[src/pkg/sar_adc_pkg.sv]
package sar_adc_pkg;
  // ====================
  // sizes
  localparam int RES_BITS = 10;
  localparam int NUM_CH = 16;
  localparam int CH_W = 4;
  localparam int CYC_W = 9;
  localparam int ADDR_W = 12;
  // ====================
  // timing, figures in converter clock periods
  localparam longint CLK_HZ = 20000000;
  localparam longint BCLK_HZ = 20000000;
  localparam longint CONV_NORM_PER = 299;
  localparam longint CONV_DBL_PER = 173;
  localparam longint CMP_NORM_PER = 47;
  localparam longint CMP_DBL_PER = 29;
  localparam longint STEPS = RES_BITS + 1;
  // least times: round up
  localparam logic [CYC_W-1:0] CONV_NORM_CYC =
    CYC_W'((CONV_NORM_PER * CLK_HZ + BCLK_HZ - 1) / BCLK_HZ);
  localparam logic [CYC_W-1:0] CONV_DBL_CYC =
    CYC_W'((CONV_DBL_PER * CLK_HZ + BCLK_HZ - 1) / BCLK_HZ);
  localparam logic [CYC_W-1:0] CMP_NORM_CYC =
    CYC_W'((CMP_NORM_PER * CLK_HZ + BCLK_HZ - 1) / BCLK_HZ);
  localparam logic [CYC_W-1:0] CMP_DBL_CYC =
    CYC_W'((CMP_DBL_PER * CLK_HZ + BCLK_HZ - 1) / BCLK_HZ);
  // one sample slot plus one slot per result bit
  localparam logic [CYC_W-1:0] CONV_NORM_STEP = CYC_W'(CONV_NORM_CYC / STEPS);
  localparam logic [CYC_W-1:0] CONV_DBL_STEP = CYC_W'(CONV_DBL_CYC / STEPS);
  // ====================
  // register byte offsets
  localparam logic [ADDR_W-1:0] OFF_CTRL = 12'h000;
  localparam logic [ADDR_W-1:0] OFF_SINGLE = 12'h004;
  localparam logic [ADDR_W-1:0] OFF_SCAN0 = 12'h008;
  localparam logic [ADDR_W-1:0] OFF_SCAN1 = 12'h00c;
  localparam logic [ADDR_W-1:0] OFF_CONFIG = 12'h010;
  localparam logic [ADDR_W-1:0] OFF_STATUS = 12'h014;
  localparam logic [ADDR_W-1:0] OFF_CMPRES = 12'h018;
  localparam logic [ADDR_W-1:0] OFF_CMPREF = 12'h01c;
  localparam logic [ADDR_W-1:0] OFF_RES10 = 12'h040;
  localparam logic [ADDR_W-1:0] OFF_RES8 = 12'h080;
  localparam logic [ADDR_W-1:0] RES_SPAN = 12'h040;
  localparam int IDX_LSB = 2;
  // ====================
  // field positions
  localparam int CTRL_START = 0;
  localparam int CTRL_STOP = 1;
  localparam int CTRL_INSERT = 2;
  localparam int CTRL_RESTART = 3;
  localparam int SGL_CMP = 4;
  localparam int SGL_CHAIN = 5;
  localparam int SCAN0_CONT = 0;
  localparam int CFG_SCAN = 0;
  localparam int CFG_DBL = 1;
  localparam int CFG_HWTRIG = 2;
  localparam int CFG_DMA = 3;
  localparam int ST_BUSY = 0;
  localparam int ST_SCANNING = 1;
  localparam int ST_CH_LSB = 4;
  // scan group codes
  localparam logic [1:0] GRP_4 = 2'h0;
  localparam logic [1:0] GRP_8 = 2'h1;
  localparam logic [CH_W-1:0] LAST_4 = 4'h3;
  localparam logic [CH_W-1:0] LAST_8 = 4'h7;
  localparam logic [CH_W-1:0] LAST_16 = 4'hf;
  typedef enum logic [1:0] {
    ST_IDLE = 2'b00,
    ST_SINGLE = 2'b01,
    ST_SCAN = 2'b11,
    ST_INSERT = 2'b10
  } seq_state_t;
endpackage

[src/pkg/sar_core_if.sv]
`timescale 1ns/1ps
interface sar_core_if;
  logic start;
  logic abort;
  logic comparate;
  logic dbl;
  logic [sar_adc_pkg::CH_W-1:0] chan;
  logic [sar_adc_pkg::RES_BITS-1:0] ref_val;
  logic busy;
  logic done;
  logic done_cmp;
  logic [sar_adc_pkg::CH_W-1:0] done_chan;
  logic [sar_adc_pkg::RES_BITS-1:0] result;
  logic cmp_bit;
  modport seq (output start, abort, comparate, dbl, chan, ref_val,
    input busy, done, done_cmp, done_chan, result, cmp_bit);
  modport core (input start, abort, comparate, dbl, chan, ref_val,
    output busy, done, done_cmp, done_chan, result, cmp_bit);
  modport bank (input done, done_cmp, done_chan, result, cmp_bit);
endinterface

[src/core/sar_conv_core.sv]
`timescale 1ns/1ps
module sar_conv_core (
  // clock and reset
  input wire logic pclk,
  input wire logic presetn,
  // sequencer side
  sar_core_if.core cif,
  // analog side
  input wire logic cmp_above,
  output logic [sar_adc_pkg::CH_W-1:0] mux_sel,
  output logic [sar_adc_pkg::RES_BITS-1:0] dac_code,
  output logic sample_en
);
  localparam int W = sar_adc_pkg::RES_BITS;
  localparam int CW = sar_adc_pkg::CYC_W;
  localparam logic [W-1:0] MSB = {1'b1, {(W-1){1'b0}}};
  logic sync1_reg, sync2_reg;
  logic busy_reg, done_reg, cmp_reg, dbl_reg, cmp_bit_reg;
  logic [CW-1:0] cnt_reg, step_reg, total_c, step_c;
  logic [W-1:0] sar_reg, mask_reg;
  logic [sar_adc_pkg::CH_W-1:0] chan_reg;
  logic tick_c, last_c;
  // ====================
  // comparator input crossing
  always_ff @(posedge pclk or negedge presetn) begin
    if (!presetn) begin
      sync1_reg <= 1'b0;
      sync2_reg <= 1'b0;
    end else begin
      sync1_reg <= cmp_above;
      sync2_reg <= sync1_reg;
    end
  end
  // ====================
  // rate select
  always_comb begin
    if (cmp_reg) begin
      total_c = dbl_reg ? sar_adc_pkg::CMP_DBL_CYC : sar_adc_pkg::CMP_NORM_CYC;
    end else begin
      total_c = dbl_reg ? sar_adc_pkg::CONV_DBL_CYC : sar_adc_pkg::CONV_NORM_CYC;
    end
    step_c = dbl_reg ? sar_adc_pkg::CONV_DBL_STEP : sar_adc_pkg::CONV_NORM_STEP;
  end
  // slots are wide enough that the two-flop lag settles before a decision
  assign tick_c = busy_reg && !cmp_reg && mask_reg != '0 &&
    step_reg == step_c - 1'b1;
  assign last_c = busy_reg && cnt_reg == total_c - 1'b1;
  // ====================
  // binary search
  always_ff @(posedge pclk or negedge presetn) begin
    if (!presetn) begin
      busy_reg <= 1'b0;
      cnt_reg <= '0;
      step_reg <= '0;
      cmp_reg <= 1'b0;
      dbl_reg <= 1'b0;
      chan_reg <= '0;
      sar_reg <= '0;
      mask_reg <= '0;
    end else if (cif.start) begin
      busy_reg <= 1'b1;
      cnt_reg <= '0;
      step_reg <= '0;
      cmp_reg <= cif.comparate;
      dbl_reg <= cif.dbl;
      chan_reg <= cif.chan;
      sar_reg <= cif.comparate ? cif.ref_val : MSB;
      mask_reg <= cif.comparate ? '0 : MSB;
    end else if (cif.abort) begin
      busy_reg <= 1'b0;
    end else if (busy_reg) begin
      cnt_reg <= cnt_reg + 1'b1;
      step_reg <= (step_reg == step_c - 1'b1) ? '0 : step_reg + 1'b1;
      if (tick_c) begin
        if (sync2_reg) begin
          sar_reg <= sar_reg | (mask_reg >> 1);
        end else begin
          sar_reg <= (sar_reg & ~mask_reg) | (mask_reg >> 1);
        end
        mask_reg <= mask_reg >> 1;
      end
      if (last_c) begin
        busy_reg <= 1'b0;
      end
    end
  end
  // ====================
  // completion
  always_ff @(posedge pclk or negedge presetn) begin
    if (!presetn) begin
      done_reg <= 1'b0;
      cmp_bit_reg <= 1'b0;
    end else begin
      done_reg <= last_c && !cif.start && !cif.abort;
      if (last_c && cmp_reg) begin
        cmp_bit_reg <= sync2_reg;
      end
    end
  end
  assign cif.busy = busy_reg;
  assign cif.done = done_reg;
  assign cif.done_cmp = cmp_reg;
  assign cif.done_chan = chan_reg;
  assign cif.result = sar_reg;
  assign cif.cmp_bit = cmp_bit_reg;
  assign mux_sel = chan_reg;
  assign dac_code = sar_reg;
  assign sample_en = busy_reg && !cmp_reg && cnt_reg < step_c;
endmodule

[src/core/sar_result_bank.sv]
`timescale 1ns/1ps
module sar_result_bank (
  // clock and reset
  input wire logic pclk,
  input wire logic presetn,
  // completions
  sar_core_if.bank cif,
  // stored results
  output logic [sar_adc_pkg::NUM_CH*sar_adc_pkg::RES_BITS-1:0] res_flat,
  output logic [sar_adc_pkg::NUM_CH-1:0] cmp_flags
);
  localparam int W = sar_adc_pkg::RES_BITS;
  localparam int CHW = sar_adc_pkg::CH_W;
  // ====================
  // one result word and one comparate flag per channel
  for (genvar g = 0; g < sar_adc_pkg::NUM_CH; g++) begin : g_ch
    logic hit;
    assign hit = cif.done && cif.done_chan == CHW'(g);
    always_ff @(posedge pclk or negedge presetn) begin
      if (!presetn) begin
        res_flat[g*W +: W] <= '0;
        cmp_flags[g] <= 1'b0;
      end else if (hit && !cif.done_cmp) begin
        res_flat[g*W +: W] <= cif.result;
      end else if (hit && cif.done_cmp) begin
        cmp_flags[g] <= cif.cmp_bit;
      end
    end
  end
endmodule

[src/core/sar_adc_sequencer.sv]
`timescale 1ns/1ps
// Operation
// one ten-bit successive-approximation core shared by sixteen input channels
// software reads each result as ten bits or as eight bits
// comparate kind runs only as single-channel operation, never in scans
// scan converts a group of 4, 8 or 16 channels in turn
// scan runs one pass, or repeats passes until software stops it
// during a scan one single conversion or comparate may be inserted
// a single conversion may be followed automatically by a scan
// a conversion in progress can be restarted from its beginning
// writing one to the start bit begins the configured operation
// a timer event pulse may start conversion instead of software
// full conversion takes at least 299 cycles, 173 at double rate
// rate selectable; comparate takes at least 47 cycles, 29 at double
// request raised on single, comparate, one-shot scan and each scan pass
// single and comparate use the channel of the single control register
// scan group from second scan register, repeat mode from the first
// each result goes to its channel's ten-bit and eight-bit registers
// comparate tests the input against the loaded approximation value
// comparate outcome lands in that channel's bit of comparate flags
// continuous scan halts only when software writes one to stop; the code also halts it at pass end once repeat mode is cleared
// scans start at channel zero and ascend
// after an inserted single, the scan resumes at its suspended channel
// eight-bit view is the top eight bits of the ten-bit result
// a result register holds until the same channel converts again
module sar_adc_sequencer #(
  parameter int RES_BITS = sar_adc_pkg::RES_BITS,
  parameter int NUM_CH = sar_adc_pkg::NUM_CH
) (
  // apb slave
  input wire logic pclk,
  input wire logic presetn,
  input wire logic psel,
  input wire logic penable,
  input wire logic pwrite,
  input wire logic [sar_adc_pkg::ADDR_W-1:0] paddr,
  input wire logic [31:0] pwdata,
  output logic [31:0] prdata,
  output logic pready,
  output logic pslverr,
  // on-chip timer event
  input wire logic timer_event,
  // analog front end
  input wire logic analog_cmp_above,
  output logic [sar_adc_pkg::CH_W-1:0] analog_mux_sel,
  output logic [sar_adc_pkg::RES_BITS-1:0] analog_dac_code,
  output logic analog_sample,
  // completion requests
  output logic adc_irq,
  output logic adc_dma_req
);
  localparam int W = sar_adc_pkg::RES_BITS;
  localparam int CHW = sar_adc_pkg::CH_W;
  localparam int AW = sar_adc_pkg::ADDR_W;

  if (RES_BITS != sar_adc_pkg::RES_BITS || NUM_CH != sar_adc_pkg::NUM_CH) begin
    $error("sequencer serves only the package sizes");
  end

  sar_core_if cif ();

  logic [CHW-1:0] sgl_ch_reg;
  logic sgl_cmp_reg;
  logic sgl_chain_reg;
  logic scan_cont_reg;
  logic [1:0] scan_grp_reg;
  logic cfg_scan_reg;
  logic cfg_dbl_reg;
  logic cfg_hwtrig_reg;
  logic cfg_dma_reg;
  logic [W-1:0] cmpref_reg;
  logic [31:0] prdata_reg;
  logic err_reg;
  logic irq_reg;
  logic dma_reg;
  sar_adc_pkg::seq_state_t state_reg, state_next;
  logic [CHW-1:0] scan_ch_reg, scan_ch_next, scan_last;
  logic [NUM_CH*W-1:0] res_flat;
  logic [NUM_CH-1:0] cmp_flags;
  logic wr_c, ctrl_wr;
  logic start_req, stop_req, insert_req, restart_req;
  logic go, go_cmp, abort, evt;
  logic [CHW-1:0] go_chan;
  logic [31:0] rd_data;
  logic rd_err;
  logic [CHW-1:0] rd_idx;
  logic [W-1:0] rd_res;

  // ====================
  // apb handshake
  assign pready = psel && penable;
  assign prdata = prdata_reg;
  assign pslverr = psel && penable && err_reg;
  assign wr_c = psel && penable && pwrite;
  assign ctrl_wr = wr_c && paddr == sar_adc_pkg::OFF_CTRL;
  assign start_req = (ctrl_wr && pwdata[sar_adc_pkg::CTRL_START]) ||
    (cfg_hwtrig_reg && timer_event);
  assign stop_req = ctrl_wr && pwdata[sar_adc_pkg::CTRL_STOP];
  assign insert_req = ctrl_wr && pwdata[sar_adc_pkg::CTRL_INSERT];
  assign restart_req = ctrl_wr && pwdata[sar_adc_pkg::CTRL_RESTART];

  // ====================
  // configuration registers
  always_ff @(posedge pclk or negedge presetn) begin
    if (!presetn) begin
      sgl_ch_reg <= '0;
      sgl_cmp_reg <= 1'b0;
      sgl_chain_reg <= 1'b0;
    end else if (wr_c && paddr == sar_adc_pkg::OFF_SINGLE) begin
      sgl_ch_reg <= pwdata[CHW-1:0];
      sgl_cmp_reg <= pwdata[sar_adc_pkg::SGL_CMP];
      sgl_chain_reg <= pwdata[sar_adc_pkg::SGL_CHAIN];
    end
  end

  always_ff @(posedge pclk or negedge presetn) begin
    if (!presetn) begin
      scan_cont_reg <= 1'b0;
    end else if (wr_c && paddr == sar_adc_pkg::OFF_SCAN0) begin
      scan_cont_reg <= pwdata[sar_adc_pkg::SCAN0_CONT];
    end
  end

  always_ff @(posedge pclk or negedge presetn) begin
    if (!presetn) begin
      scan_grp_reg <= sar_adc_pkg::GRP_4;
    end else if (wr_c && paddr == sar_adc_pkg::OFF_SCAN1) begin
      scan_grp_reg <= pwdata[1:0];
    end
  end

  always_ff @(posedge pclk or negedge presetn) begin
    if (!presetn) begin
      cfg_scan_reg <= 1'b0;
      cfg_dbl_reg <= 1'b0;
      cfg_hwtrig_reg <= 1'b0;
      cfg_dma_reg <= 1'b0;
    end else if (wr_c && paddr == sar_adc_pkg::OFF_CONFIG) begin
      cfg_scan_reg <= pwdata[sar_adc_pkg::CFG_SCAN];
      cfg_dbl_reg <= pwdata[sar_adc_pkg::CFG_DBL];
      cfg_hwtrig_reg <= pwdata[sar_adc_pkg::CFG_HWTRIG];
      cfg_dma_reg <= pwdata[sar_adc_pkg::CFG_DMA];
    end
  end

  always_ff @(posedge pclk or negedge presetn) begin
    if (!presetn) begin
      cmpref_reg <= '0;
    end else if (wr_c && paddr == sar_adc_pkg::OFF_CMPREF) begin
      cmpref_reg <= pwdata[W-1:0];
    end
  end

  // ====================
  // scan group end
  always_comb begin
    if (scan_grp_reg == sar_adc_pkg::GRP_4) begin
      scan_last = sar_adc_pkg::LAST_4;
    end else if (scan_grp_reg == sar_adc_pkg::GRP_8) begin
      scan_last = sar_adc_pkg::LAST_8;
    end else begin
      scan_last = sar_adc_pkg::LAST_16;
    end
  end

  // ====================
  // sequencer
  // a stop wins in single, scan and insert; restart beats a completion seen in the same cycle
  always_comb begin
    state_next = state_reg;
    scan_ch_next = scan_ch_reg;
    go = 1'b0;
    go_cmp = 1'b0;
    go_chan = sgl_ch_reg;
    abort = 1'b0;
    evt = 1'b0;
    case (state_reg)
      sar_adc_pkg::ST_IDLE: begin
        if (start_req) begin
          go = 1'b1;
          if (cfg_scan_reg) begin
            state_next = sar_adc_pkg::ST_SCAN;
            scan_ch_next = '0;
            go_chan = '0;
          end else begin
            state_next = sar_adc_pkg::ST_SINGLE;
            go_cmp = sgl_cmp_reg;
          end
        end
      end
      sar_adc_pkg::ST_SINGLE: begin
        if (stop_req) begin
          abort = 1'b1;
          state_next = sar_adc_pkg::ST_IDLE;
        end else if (restart_req) begin
          go = 1'b1;
          go_cmp = sgl_cmp_reg;
        end else if (cif.done) begin
          evt = 1'b1;
          if (sgl_chain_reg && !cif.done_cmp) begin
            go = 1'b1;
            go_chan = '0;
            scan_ch_next = '0;
            state_next = sar_adc_pkg::ST_SCAN;
          end else begin
            state_next = sar_adc_pkg::ST_IDLE;
          end
        end
      end
      sar_adc_pkg::ST_SCAN: begin
        if (stop_req) begin
          abort = 1'b1;
          state_next = sar_adc_pkg::ST_IDLE;
        end else if (insert_req) begin
          go = 1'b1;
          go_cmp = sgl_cmp_reg;
          state_next = sar_adc_pkg::ST_INSERT;
        end else if (restart_req) begin
          go = 1'b1;
          go_chan = scan_ch_reg;
        end else if (cif.done) begin
          if (scan_ch_reg == scan_last) begin
            evt = 1'b1;
            if (scan_cont_reg) begin
              go = 1'b1;
              go_chan = '0;
              scan_ch_next = '0;
            end else begin
              state_next = sar_adc_pkg::ST_IDLE;
            end
          end else begin
            go = 1'b1;
            go_chan = scan_ch_reg + 1'b1;
            scan_ch_next = scan_ch_reg + 1'b1;
          end
        end
      end
      sar_adc_pkg::ST_INSERT: begin
        if (stop_req) begin
          abort = 1'b1;
          state_next = sar_adc_pkg::ST_IDLE;
        end else if (restart_req) begin
          go = 1'b1;
          go_cmp = sgl_cmp_reg;
        end else if (cif.done) begin
          evt = 1'b1;
          go = 1'b1;
          go_chan = scan_ch_reg;
          state_next = sar_adc_pkg::ST_SCAN;
        end
      end
      default: begin
        state_next = sar_adc_pkg::ST_IDLE;
      end
    endcase
  end

  always_ff @(posedge pclk or negedge presetn) begin
    if (!presetn) begin
      state_reg <= sar_adc_pkg::ST_IDLE;
      scan_ch_reg <= '0;
    end else begin
      state_reg <= state_next;
      scan_ch_reg <= scan_ch_next;
    end
  end

  // ====================
  // completion requests, routed to cpu or dma
  always_ff @(posedge pclk or negedge presetn) begin
    if (!presetn) begin
      irq_reg <= 1'b0;
      dma_reg <= 1'b0;
    end else begin
      irq_reg <= evt && !cfg_dma_reg;
      dma_reg <= evt && cfg_dma_reg;
    end
  end
  assign adc_irq = irq_reg;
  assign adc_dma_req = dma_reg;

  // ====================
  // core and result storage
  assign cif.start = go;
  assign cif.abort = abort;
  assign cif.comparate = go_cmp;
  assign cif.chan = go_chan;
  assign cif.dbl = cfg_dbl_reg;
  assign cif.ref_val = cmpref_reg;

  sar_conv_core u_core (
    .pclk(pclk),
    .presetn(presetn),
    .cif(cif.core),
    .cmp_above(analog_cmp_above),
    .mux_sel(analog_mux_sel),
    .dac_code(analog_dac_code),
    .sample_en(analog_sample)
  );

  sar_result_bank u_bank (
    .pclk(pclk),
    .presetn(presetn),
    .cif(cif.bank),
    .res_flat(res_flat),
    .cmp_flags(cmp_flags)
  );

  // ====================
  // read decode
  localparam int IDX_HI = sar_adc_pkg::IDX_LSB + CHW - 1;
  assign rd_idx = paddr[IDX_HI:sar_adc_pkg::IDX_LSB];
  assign rd_res = res_flat[rd_idx*W +: W];

  always_comb begin
    rd_data = '0;
    rd_err = 1'b0;
    if (paddr[1:0] != 2'h0) begin
      rd_err = 1'b1;
    end else if (paddr == sar_adc_pkg::OFF_CTRL) begin
      rd_data = '0;
    end else if (paddr == sar_adc_pkg::OFF_SINGLE) begin
      rd_data[CHW-1:0] = sgl_ch_reg;
      rd_data[sar_adc_pkg::SGL_CMP] = sgl_cmp_reg;
      rd_data[sar_adc_pkg::SGL_CHAIN] = sgl_chain_reg;
    end else if (paddr == sar_adc_pkg::OFF_SCAN0) begin
      rd_data[sar_adc_pkg::SCAN0_CONT] = scan_cont_reg;
    end else if (paddr == sar_adc_pkg::OFF_SCAN1) begin
      rd_data[1:0] = scan_grp_reg;
    end else if (paddr == sar_adc_pkg::OFF_CONFIG) begin
      rd_data[sar_adc_pkg::CFG_SCAN] = cfg_scan_reg;
      rd_data[sar_adc_pkg::CFG_DBL] = cfg_dbl_reg;
      rd_data[sar_adc_pkg::CFG_HWTRIG] = cfg_hwtrig_reg;
      rd_data[sar_adc_pkg::CFG_DMA] = cfg_dma_reg;
    end else if (paddr == sar_adc_pkg::OFF_STATUS) begin
      rd_data[sar_adc_pkg::ST_BUSY] = state_reg != sar_adc_pkg::ST_IDLE;
      rd_data[sar_adc_pkg::ST_SCANNING] =
        state_reg == sar_adc_pkg::ST_SCAN ||
        state_reg == sar_adc_pkg::ST_INSERT;
      rd_data[sar_adc_pkg::ST_CH_LSB +: CHW] = scan_ch_reg;
    end else if (paddr == sar_adc_pkg::OFF_CMPRES) begin
      rd_data[NUM_CH-1:0] = cmp_flags;
    end else if (paddr == sar_adc_pkg::OFF_CMPREF) begin
      rd_data[W-1:0] = cmpref_reg;
    end else if (paddr >= sar_adc_pkg::OFF_RES10 &&
        paddr < sar_adc_pkg::OFF_RES10 + sar_adc_pkg::RES_SPAN) begin
      rd_data[W-1:0] = rd_res;
    end else if (paddr >= sar_adc_pkg::OFF_RES8 &&
        paddr < sar_adc_pkg::OFF_RES8 + sar_adc_pkg::RES_SPAN) begin
      rd_data[7:0] = rd_res[W-1 -: 8];
    end else begin
      rd_err = 1'b1;
    end
  end

  // read data captured in the setup cycle, so the access phase never waits
  always_ff @(posedge pclk or negedge presetn) begin
    if (!presetn) begin
      prdata_reg <= '0;
      err_reg <= 1'b0;
    end else if (psel && !penable) begin
      prdata_reg <= pwrite ? 32'h0000_0000 : rd_data;
      err_reg <= rd_err;
    end
  end
endmodule

[config.mk]
export PLATFORM = sky130hd
export DESIGN_NAME = sar_adc_sequencer
export DESIGN_NICKNAME = d
export VERILOG_FILES = /design/src/pkg/sar_adc_pkg.sv /design/src/pkg/sar_core_if.sv /design/src/core/sar_conv_core.sv /design/src/core/sar_result_bank.sv /design/src/core/sar_adc_sequencer.sv
export SDC_FILE = /design/constraint.sdc
export NUM_CORES = 1
export LEC_CHECK = 0
export ABC_CLOCK_PERIOD_IN_PS = 4180
export BUFFER_PORTS_ARGS = -buffer_cell sky130_fd_sc_hd__buf_2
export CAP_MARGIN = 20
export CORE_UTILIZATION = 46
export CTS_BUF_LIST = sky130_fd_sc_hd__clkbuf_2 sky130_fd_sc_hd__clkbuf_4 sky130_fd_sc_hd__clkbuf_8
export DETAILED_ROUTE_END_ITERATION = 8
export PLACE_DENSITY_LB_ADDON = 0.08
export SETUP_SLACK_MARGIN = 0.05
export SKIP_CTS_REPAIR_TIMING = 1
export SYNTH_ARGS = -nofsm -noshare
export SYNTH_HDL_FRONTEND = slang
export SYNTH_SLANG_ARGS = --single-unit
[constraint.sdc]
create_clock -name pclk -period 4.18 [get_ports pclk]
set_input_delay 0 -clock pclk [delete_from_list [all_inputs] [get_ports pclk]]
set_output_delay 0 -clock pclk [all_outputs]
set_load 0.01 [all_outputs]
# ---- Word level (Yosys, flattened, before mapping)
# Index checks and enable logic that the tools add are counted.
dict set report classes {
  magnitude_cmp 5
  addsub 5
  reduce_logical 115
  n_eq_ne 49
  multipliers 1
  div 0
  bitwise_logic 20
  shift 1
  muxes 144
}
# op n
set ops {}
lappend ops {{$mux 10} 21}
lappend ops {{$shiftx 160x9->10} 1}
lappend ops {{$mux 4} 31}
lappend ops {{$mux 9} 9}
lappend ops {{$logic_and 1x1->1} 76}
lappend ops {{$eq 12x5->1 const B} 4}
lappend ops {{$mux 1} 45}
lappend ops {{$mux 2} 19}
lappend ops {{$reduce_and 2->1} 17}
lappend ops {{$eq 4x4->1 const B} 8}
lappend ops {{$mux 16} 2}
lappend ops {{$mux 32} 1}
lappend ops {{$eq 12x4->1 const B} 2}
lappend ops {{$lt 12x8->1 const B} 2}
lappend ops {{$mux 8} 3}
lappend ops {{$or 10x9->10} 2}
lappend ops {{$add 9x1->9 const B} 2}
lappend ops {{$eq 9x9->1} 2}
lappend ops {{$mux 6} 3}
lappend ops {{$sub 9x1->9 const B} 2}
lappend ops {{$eq 4x3->1 const B} 4}
lappend ops {{$ne 2x2->1 const B} 8}
lappend ops {{$not 1->1} 16}
lappend ops {{$pmux 4 s4} 1}
lappend ops {{other kinds (40)} 59}
dict set report word_totals {
  ramBits 0
  latch_bits 0
  mem_bits_ro 0
  elab_cells 400
  memories 0
  reg_bits 289
}

# ---- Depth between registers and ports, before layout
# Gate-level depths: netlist of run 1.
dict set report depth {
  depth_word 21
  mapped_depth 11
}

# ---- Modules after synthesis
# Synthesis of run 1 repeated with hierarchy kept, for this count alone.
dict set report unflattened {
  hier_cells 1184
  area_unflattened_um2 14118.5
}
# mod cells_per_inst area_per_inst_um2 instances
set by_module_without_submodules {}
lappend by_module_without_submodules {sar_result_bank 423 6910.4 1}
lappend by_module_without_submodules {sar_adc_sequencer 508 4650.7 1}
lappend by_module_without_submodules {sar_conv_core 253 2557.5 1}

# ---- Least setup slack after synthesis of run 1
# No wires, ideal clock.
dict set report synth_path {
  path_kind {flip-flop to flip-flop}
  startpoint {reg scan_ch_reg[0]}
  endpoint {reg u_core.sar_reg[7] (netlist: u_core.cif.result[7])}
  path_slack_ns 1.588
  n_path_buf 1
  path_stages_with_launch 10
  arrival_ns 2.510
  synth_period_minus_slack_ns 2.592
  setup_ns 0.082
  cell_sequence {dfrtp_1 ha_1 or4b_1 o221a_2 a21oi_1 nor3_1 o41ai_4 buf_2 a21oi_1 a31oi_1}
}
dict set report synth_via {
  elab_chain_len 9
  word_cells_on_any_way 12
}
# item line
set synth_rtl {}
lappend synth_rtl {{start: declaration} sar_adc_sequencer.sv:77} ;# logic [CHW-1:0] scan_ch_reg, scan_ch_next, scan_last;
lappend synth_rtl {{start signal: assignment} sar_adc_sequencer.sv:264} ;# scan_ch_reg <= scan_ch_next;
lappend synth_rtl {{$eq 4x4->1 (*)} sar_adc_sequencer.sv:222} ;# if (scan_ch_reg == scan_last) begin
lappend synth_rtl {{$mux 1 (*)} sar_adc_sequencer.sv:222}
lappend synth_rtl {{$mux 1 (*)} sar_adc_sequencer.sv:221} ;# end else if (cif.done) begin
lappend synth_rtl {{$mux 1 (*)} sar_adc_sequencer.sv:218} ;# end else if (restart_req) begin
lappend synth_rtl {{$mux 1 (*)} sar_adc_sequencer.sv:214} ;# end else if (insert_req) begin
lappend synth_rtl {{$mux 1 (*)} sar_adc_sequencer.sv:211} ;# if (stop_req) begin
lappend synth_rtl {{$pmux 1 s4 (*)} sar_adc_sequencer.sv:177} ;# case (state_reg)
lappend synth_rtl {{$ne 2x1->1 (no line) or $reduce_bool 2->1 (tied branches)} n/a}
lappend synth_rtl {{$reduce_and 3->1 (no line)} n/a}
lappend synth_rtl {{end signal: assignment} sar_conv_core.sv:67} ;# sar_reg <= cif.comparate ? cif.ref_val : MSB;
lappend synth_rtl {{end signal: assignment} sar_conv_core.sv:76} ;# sar_reg <= sar_reg | (mask_reg >> 1);
lappend synth_rtl {{end signal: assignment} sar_conv_core.sv:78} ;# sar_reg <= (sar_reg & ~mask_reg) | (mask_reg >> 1);
lappend synth_rtl {{end: declaration} sar_conv_core.sv:20} ;# logic [W-1:0] sar_reg, mask_reg;
# Mark *: on every way between the ends. The rest lies on a longest branch, timed or not.
# A chain may end at the register's enable or synchronous reset.

# ---- Worst setup path in the final report of run 1
dict set report layout_path {
  startpoint {reg scan_ch_reg[0]}
  endpoint {reg u_core.sar_reg[5] (netlist: u_core.cif.result[5])}
}
# Same word-level chain as after synthesis.

==> results of run 1 <==
[area by class of cell]
type,instances,area (sq um)
clock buffers,75,938
clock inverters,3,30.0
fillers,2559,13500
inverters,19,71.3
multi-input cells,743,6190
flip-flops and latches,273,6830
well taps,384,480
repair buffers,94,633
[cell usage in the layout (no fill, tap or decap), types with 4 or more instances in the layout]
master | netlist | final
clkbuf_8 | 0 | 60
a221o_1 | 5 | 5
conb_1 | 1 | 16
mux2i_1 | 8 | 8
o31ai_1 | 7 | 7
ha_1 | 10 | 10
nand4_1 | 11 | 11
nand2b_1 | 6 | 6
inv_1 | 19 | 19
xnor2_1 | 5 | 5
a221oi_1 | 6 | 6
a22oi_1 | 5 | 5
mux2_2 | 199 | 199
o21ai_0 | 36 | 36
xor2_1 | 13 | 13
a31oi_1 | 17 | 17
and2_1 | 4 | 4
buf_2 | 13 | 61
nor3_1 | 13 | 13
mux4_2 | 48 | 48
nor2b_1 | 6 | 6
nor4_1 | 10 | 10
and3_1 | 13 | 13
buf_4 | 16 | 12
dfrtp_1 | 273 | 273
nand2_1 | 102 | 102
a22o_1 | 7 | 7
o22ai_1 | 6 | 6
nand3b_1 | 6 | 6
nor2_1 | 72 | 70
nand3_1 | 13 | 13
clkbuf_4 | 0 | 15
a21oi_1 | 48 | 48
dlygate4sd3_1 | 0 | 17
[worst paths after layout]
| path | end | slack [ps] | cells past startpoint | startpoint |
|---|---|---|---|---|
| min reg2reg | u_core.sync2_reg | 370 | 0 | u_core.sync1_reg |
| max reg2reg | u_core.cif.result[5] | 1100 | 9 | scan_ch_reg[0] |
| max in group asynchronous | u_bank.res_flat[75] | 3040 | 3 | presetn |
| max | u_core.cif.result[5] | 1100 | 9 | scan_ch_reg[0] |
| min in group asynchronous | u_bank.res_flat[93] | 60 | 2 | presetn |
| min | prdata[0] | -20 | 5 | paddr[7] |
[critical path, delay by kind of cell (launching register included)]
family / cells / cell delay (ps)
flip-flops: 1 / 440
adder cells (fa/ha/maj): 1 / 320
buffers and inverters: 1 / 340
AO/OA/AOI/OAI: 5 / 1280
AND/OR/NAND/NOR: 2 / 580
[cells by family after synthesis]
logic type	count (synthesis)	share of synthesized area (%)
xor+xnor	18	1.18
simple gates	280	10.2
fa+ha+maj	10	0.935
other cells	1	0.0280
buf+inv	92	3.15
compound gates	164	8.10
mux	255	25.4
flops	273	51.0
[metrics by stage]
stage                     instance area (sq um)  hold WS (ps)  setup slack [ps]
after floorplan                           13400          -296              1590
after global placement                    14000           108              1200
after detailed placement                  14000           111              1120
after CTS                                 15000          -510              1120
after global routing                      15200          25.2               851
final                                     15200         -24.0              1100
[layer usage]
layer / GRT usage (%) / vias to the layer above / wire, um
li1: - / 4181 / -
met1: 34.4 / 4544 / 16200
met2: 36.0 / 267 / 15600
met3: 3.72 / 44 / 1640
met4: 5.99 / 0 / 566
met5: 0 / - / 0
[where the power goes]
group	internal [mW]	switching [mW]
Combinational	0.376	0.600
Sequential	2.76	0.368
Clock	1.41	1.07
==> flow_summary.toml, run 1 <==
[outcome]
status = "complete, but fails checks"
violations = "DRC, hold timing"

[clock_tree]
clk_latency_ps = 580
clkTransAtPathRegs_ps = 60
ctsHtreeMaxLevel = 2
cts.sinks = 273
cts_root_buf = "clkbuf_8"
cts_tree = "yes"
cts_buffer_depth = 3
cts_made_buffers = 48

[timing]
fin_crit_ps = 3080
whs_ps = -24.0
worst_slew_pin_slew_ps = 1030
setup_viol = 0
skew_ps = 25.2
fmax_mhz = 325
grt_setup_unrepaired = "no"
slew_headroom_pct = 30.7
hold_viol = 1
slew_viol_final = 0
fin_tns_setup_ps = 0
fin_crit_sh_pct = 73.6

[floorplan]
die_h_um = 173
core_area_sq_mm = 0.0287
die_area_sq_mm = 0.0298
ios = 102
placement_rows = 62
die_w_um = 173
start_util_pct = 46.6

[worst_hold_path]
min_path_type = "input port to flop"

[layout]
final_nets = 1240
largest_register_ffs = 160
utilization_pct = 52.9
area.growth.synth_to_final_pct = 13.4
drive_above_1_share_pct = 34.5
diodes = 0
instances_no_fill = 1591

[routing]
num_vias = 9036
drc_errors = 1
viasPerCell = 5.68
ant_nets = 0
routedWlPerCell_um = 21.3
drtIter0Drc = 692
dr.pass1.iters = 7
routed_wl_um = 34000

[placement]
gp_congestion = 0.856
portBuffers = 63
place_inst = 1495
dpl.hpwl_um = 22500

[logic_synthesis]
ys.flop_type = "dfrtp_1"
yosys-top-cells-count = "273 x dfrtp_1, 199 x mux2_2, 102 x nand2_1"
yosysMostFrequentCell = "dfrtp_1"
synthesis.area_sq_mm = 0.0134
synth-edff-count = 0
synth_area_leaders = "dfrtp_1 51%, mux2_2 17%, mux4_2 8.1%"
synth_top_area_share_pct = 51.0
synth_area_leader_cell = "dfrtp_1"
ys_types = 66
netlist_instances = 1093
synth_warnings = 0
synth_area_per_cell_sq_um = 12.2
async_flop_share_pct = 100
synth-seq-cells = 273
ys_seq_area_share_pct = 51.0

[critical_path]
start_kind = "flop"
slowest_delay_ps = 610
crit_chain = "ha_1, or4b_1, o221a_2, a21oi_1, nor3_1, o41ai_4, buf_4, a21oi_1, a31oi_1"
required_ps = 4650
crit_top_cell = "a21oi_1"
cp-end-kind = "flop"
cpMaxStageDelayCell = "o41ai_4"
worstPathMaxFanout = 20
crit_type = "flop to flop"
worstPathArrival_ps = 3550

[global_route]
grt_pass1_wl_um = 53700
grt_max_degree = 117
antenna_found_initial = 0
grt_pass1_vias = 8981
grt_overflow = 0
grt_usage_pct = 23.3

[power_and_ir_drop]
finalPower_mw = 6.59
ir_drop_v = 0.000225
p_leak_nw = 7.17
powerDensity_mw_per_mm2 = 434

[flow_run]
maxCapViolations = 0
Note: power is estimated with default switching activity, not from simulation.
==> run 2, diff against run 1 <==
--- a/config.mk
+++ b/config.mk
@@ -5,7 +5,7 @@
 export SDC_FILE = /design/constraint.sdc
 export NUM_CORES = 1
 export LEC_CHECK = 0
-export ABC_CLOCK_PERIOD_IN_PS = 4180
+export ABC_CLOCK_PERIOD_IN_PS = 2900
 export BUFFER_PORTS_ARGS = -buffer_cell sky130_fd_sc_hd__buf_2
 export CAP_MARGIN = 20
 export CORE_UTILIZATION = 46
==> constraint.sdc (replaced) <==
create_clock -name pclk -period 2.9 [get_ports pclk]
set_input_delay 0 -clock pclk [delete_from_list [all_inputs] [get_ports pclk]]
set_output_delay 0 -clock pclk [all_outputs]
set_load 0.01 [all_outputs]
==> run 2 against run 1 <==
Net effect: the flow now finishes without violations; flip-flop and latch count is the same; combinational power grew 59%; clock skew grew 5.9 ps; wire length grew 2.6%; first-iteration DRC count shrank 15%; critical endpoint is now prdata[3]; highest routed layer unchanged.
==> flow_summary.toml, run 2 (synthesized netlist as in run 1, its figures left out) <==
[outcome]
status = "finished clean"

[critical_path]
slowest_delay_ps = 560
crit_type = "input port to flop"
required_ps = 3360
critPathBufInv = 5
cp-end-kind = "flop"
worstRegToRegCells = 9
cpMaxStageDelayCell = "dlygate4sd3_1"
worstPathMaxFanout = 35
cp_top_family = "buffers and inverters"
start_kind = "input port"
worstPathArrival_ps = 3160
r2r-end = "u_core.cif.result[2]"
crit_chain = "dlygate4sd3_1, buf_2, buf_12, buf_4, mux4_2, mux2_2, a21oi_1, o22ai_1, a21oi_1, o41ai_1, dlygate4sd3_1"
timing.rr.start = "scan_ch_reg[1]"
rrSetupSlack_ps = 260

[power_and_ir_drop]
ir_drop_v = 0.000343
finalPower_mw = 9.99
p_leak_nw = 7.45
powerDensity_mw_per_mm2 = 636

[worst_hold_path]
min_path_type = "input port to asynchronous set/reset pin"

[layout]
multi_input_area_sq_mm = 0.00619
regArea_sq_mm = 0.00683
layout_commonest_cell = "dfrtp_1"
final_cell_mix = "273 x dfrtp_1, 199 x mux2_2, 102 x nand2_1"
largest_register_ffs = 160
diodes = 0
fillers = 2477
drive_above_1_share_pct = 36.9
final_nets = 1283
area.growth.synth_to_final_pct = 17.3
utilization_pct = 54.7
postLayoutCellArea_sq_mm = 0.0157

[routing]
drc_errors = 0
viasPerCell = 5.68
drtIter0Drc = 590
num_vias = 9340
ant_nets = 0
routed_wl_um = 34800
dr.pass1.iters = 5
routedWlPerCell_um = 21.2

[global_route]
grt_usage_pct = 23.7
grt_pass1_wl_um = 54600
grt_pass1_vias = 9196
grt_overflow = 0
antenna_found_initial = 0
grt_max_degree = 90

[timing]
skew_ps = 31.1
fmax_mhz = 371
slew_viol_final = 0
fin_crit_ps = 2690
setup_viol = 0
grt_setup_unrepaired = "no"
worst_slew_pin_slew_ps = 787
fin_tns_setup_ps = 0
fin_crit_sh_pct = 92.9
slew_headroom_pct = 47.1
hold_viol = 0

[floorplan]
placement_rows = 62
die_h_um = 173
ios = 102
start_util_pct = 46.6
die_w_um = 173
die_area_sq_mm = 0.0298
core_area_sq_mm = 0.0287

[clock_tree]
cts_root_buf = "clkbuf_8"
cts.sinks = 273
clkTransAtPathRegs_ps = 60
cts_tree = "yes"
cts_buffer_depth = 3
clk_latency_ps = 590
ctsHtreeMaxLevel = 2
cts_made_buffers = 49

[placement]
dpl.hpwl_um = 23400
placed_area_sq_mm = 0.0144
portBuffers = 63
gp_congestion = 0.897

[flow_run]
maxCapViolations = 0
==> run 2: cell types whose count changed in the layout (fill, tap and decap cells not counted), sizes merged <==
cell | before | now
buf | 76 | 115
clkinv | 2 | 6
inv | 20 | 22
clkbuf | 75 | 81
dlymetal6s2s | 1 | 0
dlygate4sd3 | 17 | 21
==> run 2: cell type report <==
type | count | area share [%]
repair buffers | 136 | 6.47
inverters | 19 | 0.454
well taps | 384 | 3.06
flip-flops and latches | 273 | 43.5
clock buffers | 81 | 6.62
clock inverters | 9 | 0.470
multi-input cells | 743 | 39.4
==> run 2: worst max path at each step <==
stage,endpoint,from,cells past startpoint,slack [ps]
after floorplan,u_core.cif.result[7],scan_ch_reg[0],9,310
after global placement,u_core.cif.result[7],paddr[11],10,310
after detailed placement,u_core.cif.result[5],paddr[11],10,240
after CTS,u_core.cif.result[2],scan_ch_reg[1],9,270
after global routing,u_core.cif.result[5],scan_ch_reg[1],9,90
final,prdata[3],paddr[3],11,210
==> run 2: worst register-to-register path: cells and delay by family (launching register included) <==
kind / cells / cell delay [ps]
DFF: 1 / 350
AOI/OAI and AO/OA: 4 / 1150
and+or+nand+nor: 3 / 650
adders and majority gates: 1 / 160
buffers and inverters: 1 / 190
==> run 2: through the flow <==
stage | std cells | worst slack (ps) | hold slack (ps)
finish | 1645 | 207 | 11.8
global route | 1645 | 90.8 | 67.4
CTS | 1624 | 270 | -553
detailed placement | 1534 | 243 | 69.1
global placement | 1534 | 314 | 71.5
floorplan | 1108 | 308 | -296
==> run 2: power breakdown <==
part	switching, mW	total, mW	internal [mW]
sequential	0.520	4.50	3.98
combinational	0.933	1.55	0.619
clock	1.64	3.93	2.29
==> run 2: layer usage <==
metal / global-route usage (%) / vias to the layer above / wire [um]
li1: - / 4278 / -
met1: 34.7 / 4746 / 16500
met2: 36.6 / 268 / 15800
met3: 4.07 / 48 / 1860
met4: 6.21 / 0 / 680
met5: 0 / - / 0
==> run 3, diff against run 2 <==
==> constraint.sdc (replaced) <==
create_clock -name pclk -period 2.9 [get_ports pclk]
set_input_delay 0.87 -clock pclk [delete_from_list [all_inputs] [get_ports pclk]]
set_output_delay 0.87 -clock pclk [all_outputs]
set_load 0.01 [all_outputs]
==> run 3 against run 2 <==
Net effect: wire length grew 4.9%; design area increased by 2.5%; worst setup slack got worse by 64 ps; sequential share of layout area shrank 1.0 points; non-clock buffer count increased by 51; clock power decreased by 2%; sequential power shrank 6.4%; combinational power up 34%; maximum frequency shrank 2.3%; global-route usage rose by 1.6 points; via count grew 2.9%; cell count rose by 2.9%.
==> flow_summary.toml, run 3 (synthesized netlist as in run 1, its figures left out) <==
[critical_path]
rrSetupSlack_ps = 260
worstPathArrival_ps = 3210
cp-end-kind = "flop"
start_kind = "input port"
crit_type = "input port to flop"
worstPathMaxFanout = 9
required_ps = 3360

[timing]
skew_ps = 24.1
grt_setup_unrepaired = "no"
slew_headroom_pct = 51.0
fin_crit_ps = 2760
fmax_mhz = 363
fin_tns_setup_ps = 0
fin_crit_sh_pct = 95.0
whs_ps = 225
hold_viol = 0
slew_viol_final = 0
setup_viol = 0
worst_slew_pin_slew_ps = 733

[power_and_ir_drop]
p_leak_nw = 7.68
finalPower_mw = 10.1
powerDensity_mw_per_mm2 = 630
ir_drop_v = 0.000469

[floorplan]
die_area_sq_mm = 0.0298
core_area_sq_mm = 0.0287
die_h_um = 173
start_util_pct = 46.6
placement_rows = 62
die_w_um = 173
ios = 102

[layout]
largest_register_ffs = 160
drive_above_1_share_pct = 41.9
area.growth.synth_to_final_pct = 20.2
diodes = 0
final_cell_mix = "271 x dfrtp_1, 198 x mux2_2, 114 x buf_4"
layout_commonest_cell = "dfrtp_1"
final_nets = 1333
fillers = 2480

[clock_tree]
cts_buffer_depth = 3
clkTransAtPathRegs_ps = 60
cts_tree = "yes"
ctsHtreeMaxLevel = 2
cts_root_buf = "clkbuf_8"
cts.sinks = 273
clk_latency_ps = 580
cts_made_buffers = 48

[routing]
num_vias = 9615
ant_nets = 0
drtIter0Drc = 561
routedWlPerCell_um = 21.6
dr.pass1.iters = 5
routed_wl_um = 36500
viasPerCell = 5.68
drc_errors = 0

[global_route]
grt_pass1_wl_um = 57900
grt_usage_pct = 25.3
grt_max_degree = 56
antenna_found_initial = 0
grt_pass1_vias = 9919
grt_overflow = 0

[placement]
dpl.hpwl_um = 25000
gp_congestion = 0.887
portBuffers = 63

[flow_run]
maxCapViolations = 0

[outcome]
status = "finished clean"

[worst_hold_path]
min_path_type = "input port to asynchronous set/reset pin"
run 3: area by class of cell:
class / instances / area (sq um) / share of cell area, %
Sequential cell: 273 / 6830 / 42.5
Multi-Input combinational cell: 743 / 6240 / 38.8
Timing Repair Buffer: 187 / 1400 / 8.68
Clock buffer: 76 / 965 / 6.00
Tap cell: 384 / 480 / 2.99
Clock inverter: 10 / 98.8 / 0.614
Inverter: 19 / 71.3 / 0.443
run 3: critical path: stages:
cell      delay, ps
buf_2           100
or4_4           580
nor4_4          390
and3_1          240
a221oi_2         90
o41a_1          420
buf_4           210
a221oi_1        220
nor2_1           90
run 3: path summary, 6_finish.rpt:
check,startpoint,end,cells after the start
setup / recovery,paddr[11],u_core.cif.result[3],9
hold / removal,presetn,scan_ch_reg[3],1
setup reg to reg,scan_cont_reg,u_core.cif.result[3],8
hold reg to reg,u_core.sync1_reg,u_core.sync2_reg,0
max in group asynchronous,presetn,u_core.mask_reg[1],2
min in group pclk,u_core.sync1_reg,u_core.sync2_reg,0
run 3: where the power goes:
group | leakage, nW | total, mW | internal [mW] | switching (mW)
registers | 3.74 | 4.21 | 3.99 | 0.220
logic | 3.38 | 2.08 | 0.798 | 1.28
clock network | 0.564 | 3.85 | 2.22 | 1.63
run 3: metrics by stage:
step	cell area (sq um)	utilization, %	setup slack (ps)	std cells
2_1_floorplan	13500	-	-211	1108
3_3_place_gp	15000	52.2	-405	1603
3_5_place_dp	15000	52.2	-414	1603
4_1_cts	16100	56.0	-62.0	1689
5_1_grt	16100	56.1	56.8	1692
6_report	16100	56.1	144	1692
run 3: metal layers:
metal / part of all wire [%] / vias to the layer above / global-route usage, %
met1: 44 / 4960 / 34.1
met3: 4.5 / 66 / 4.24
met5: 0 / - / 0
met4: 2.5 / 0 / 8.44
met2: 49 / 216 / 41.6
li1: - / 4373 / -
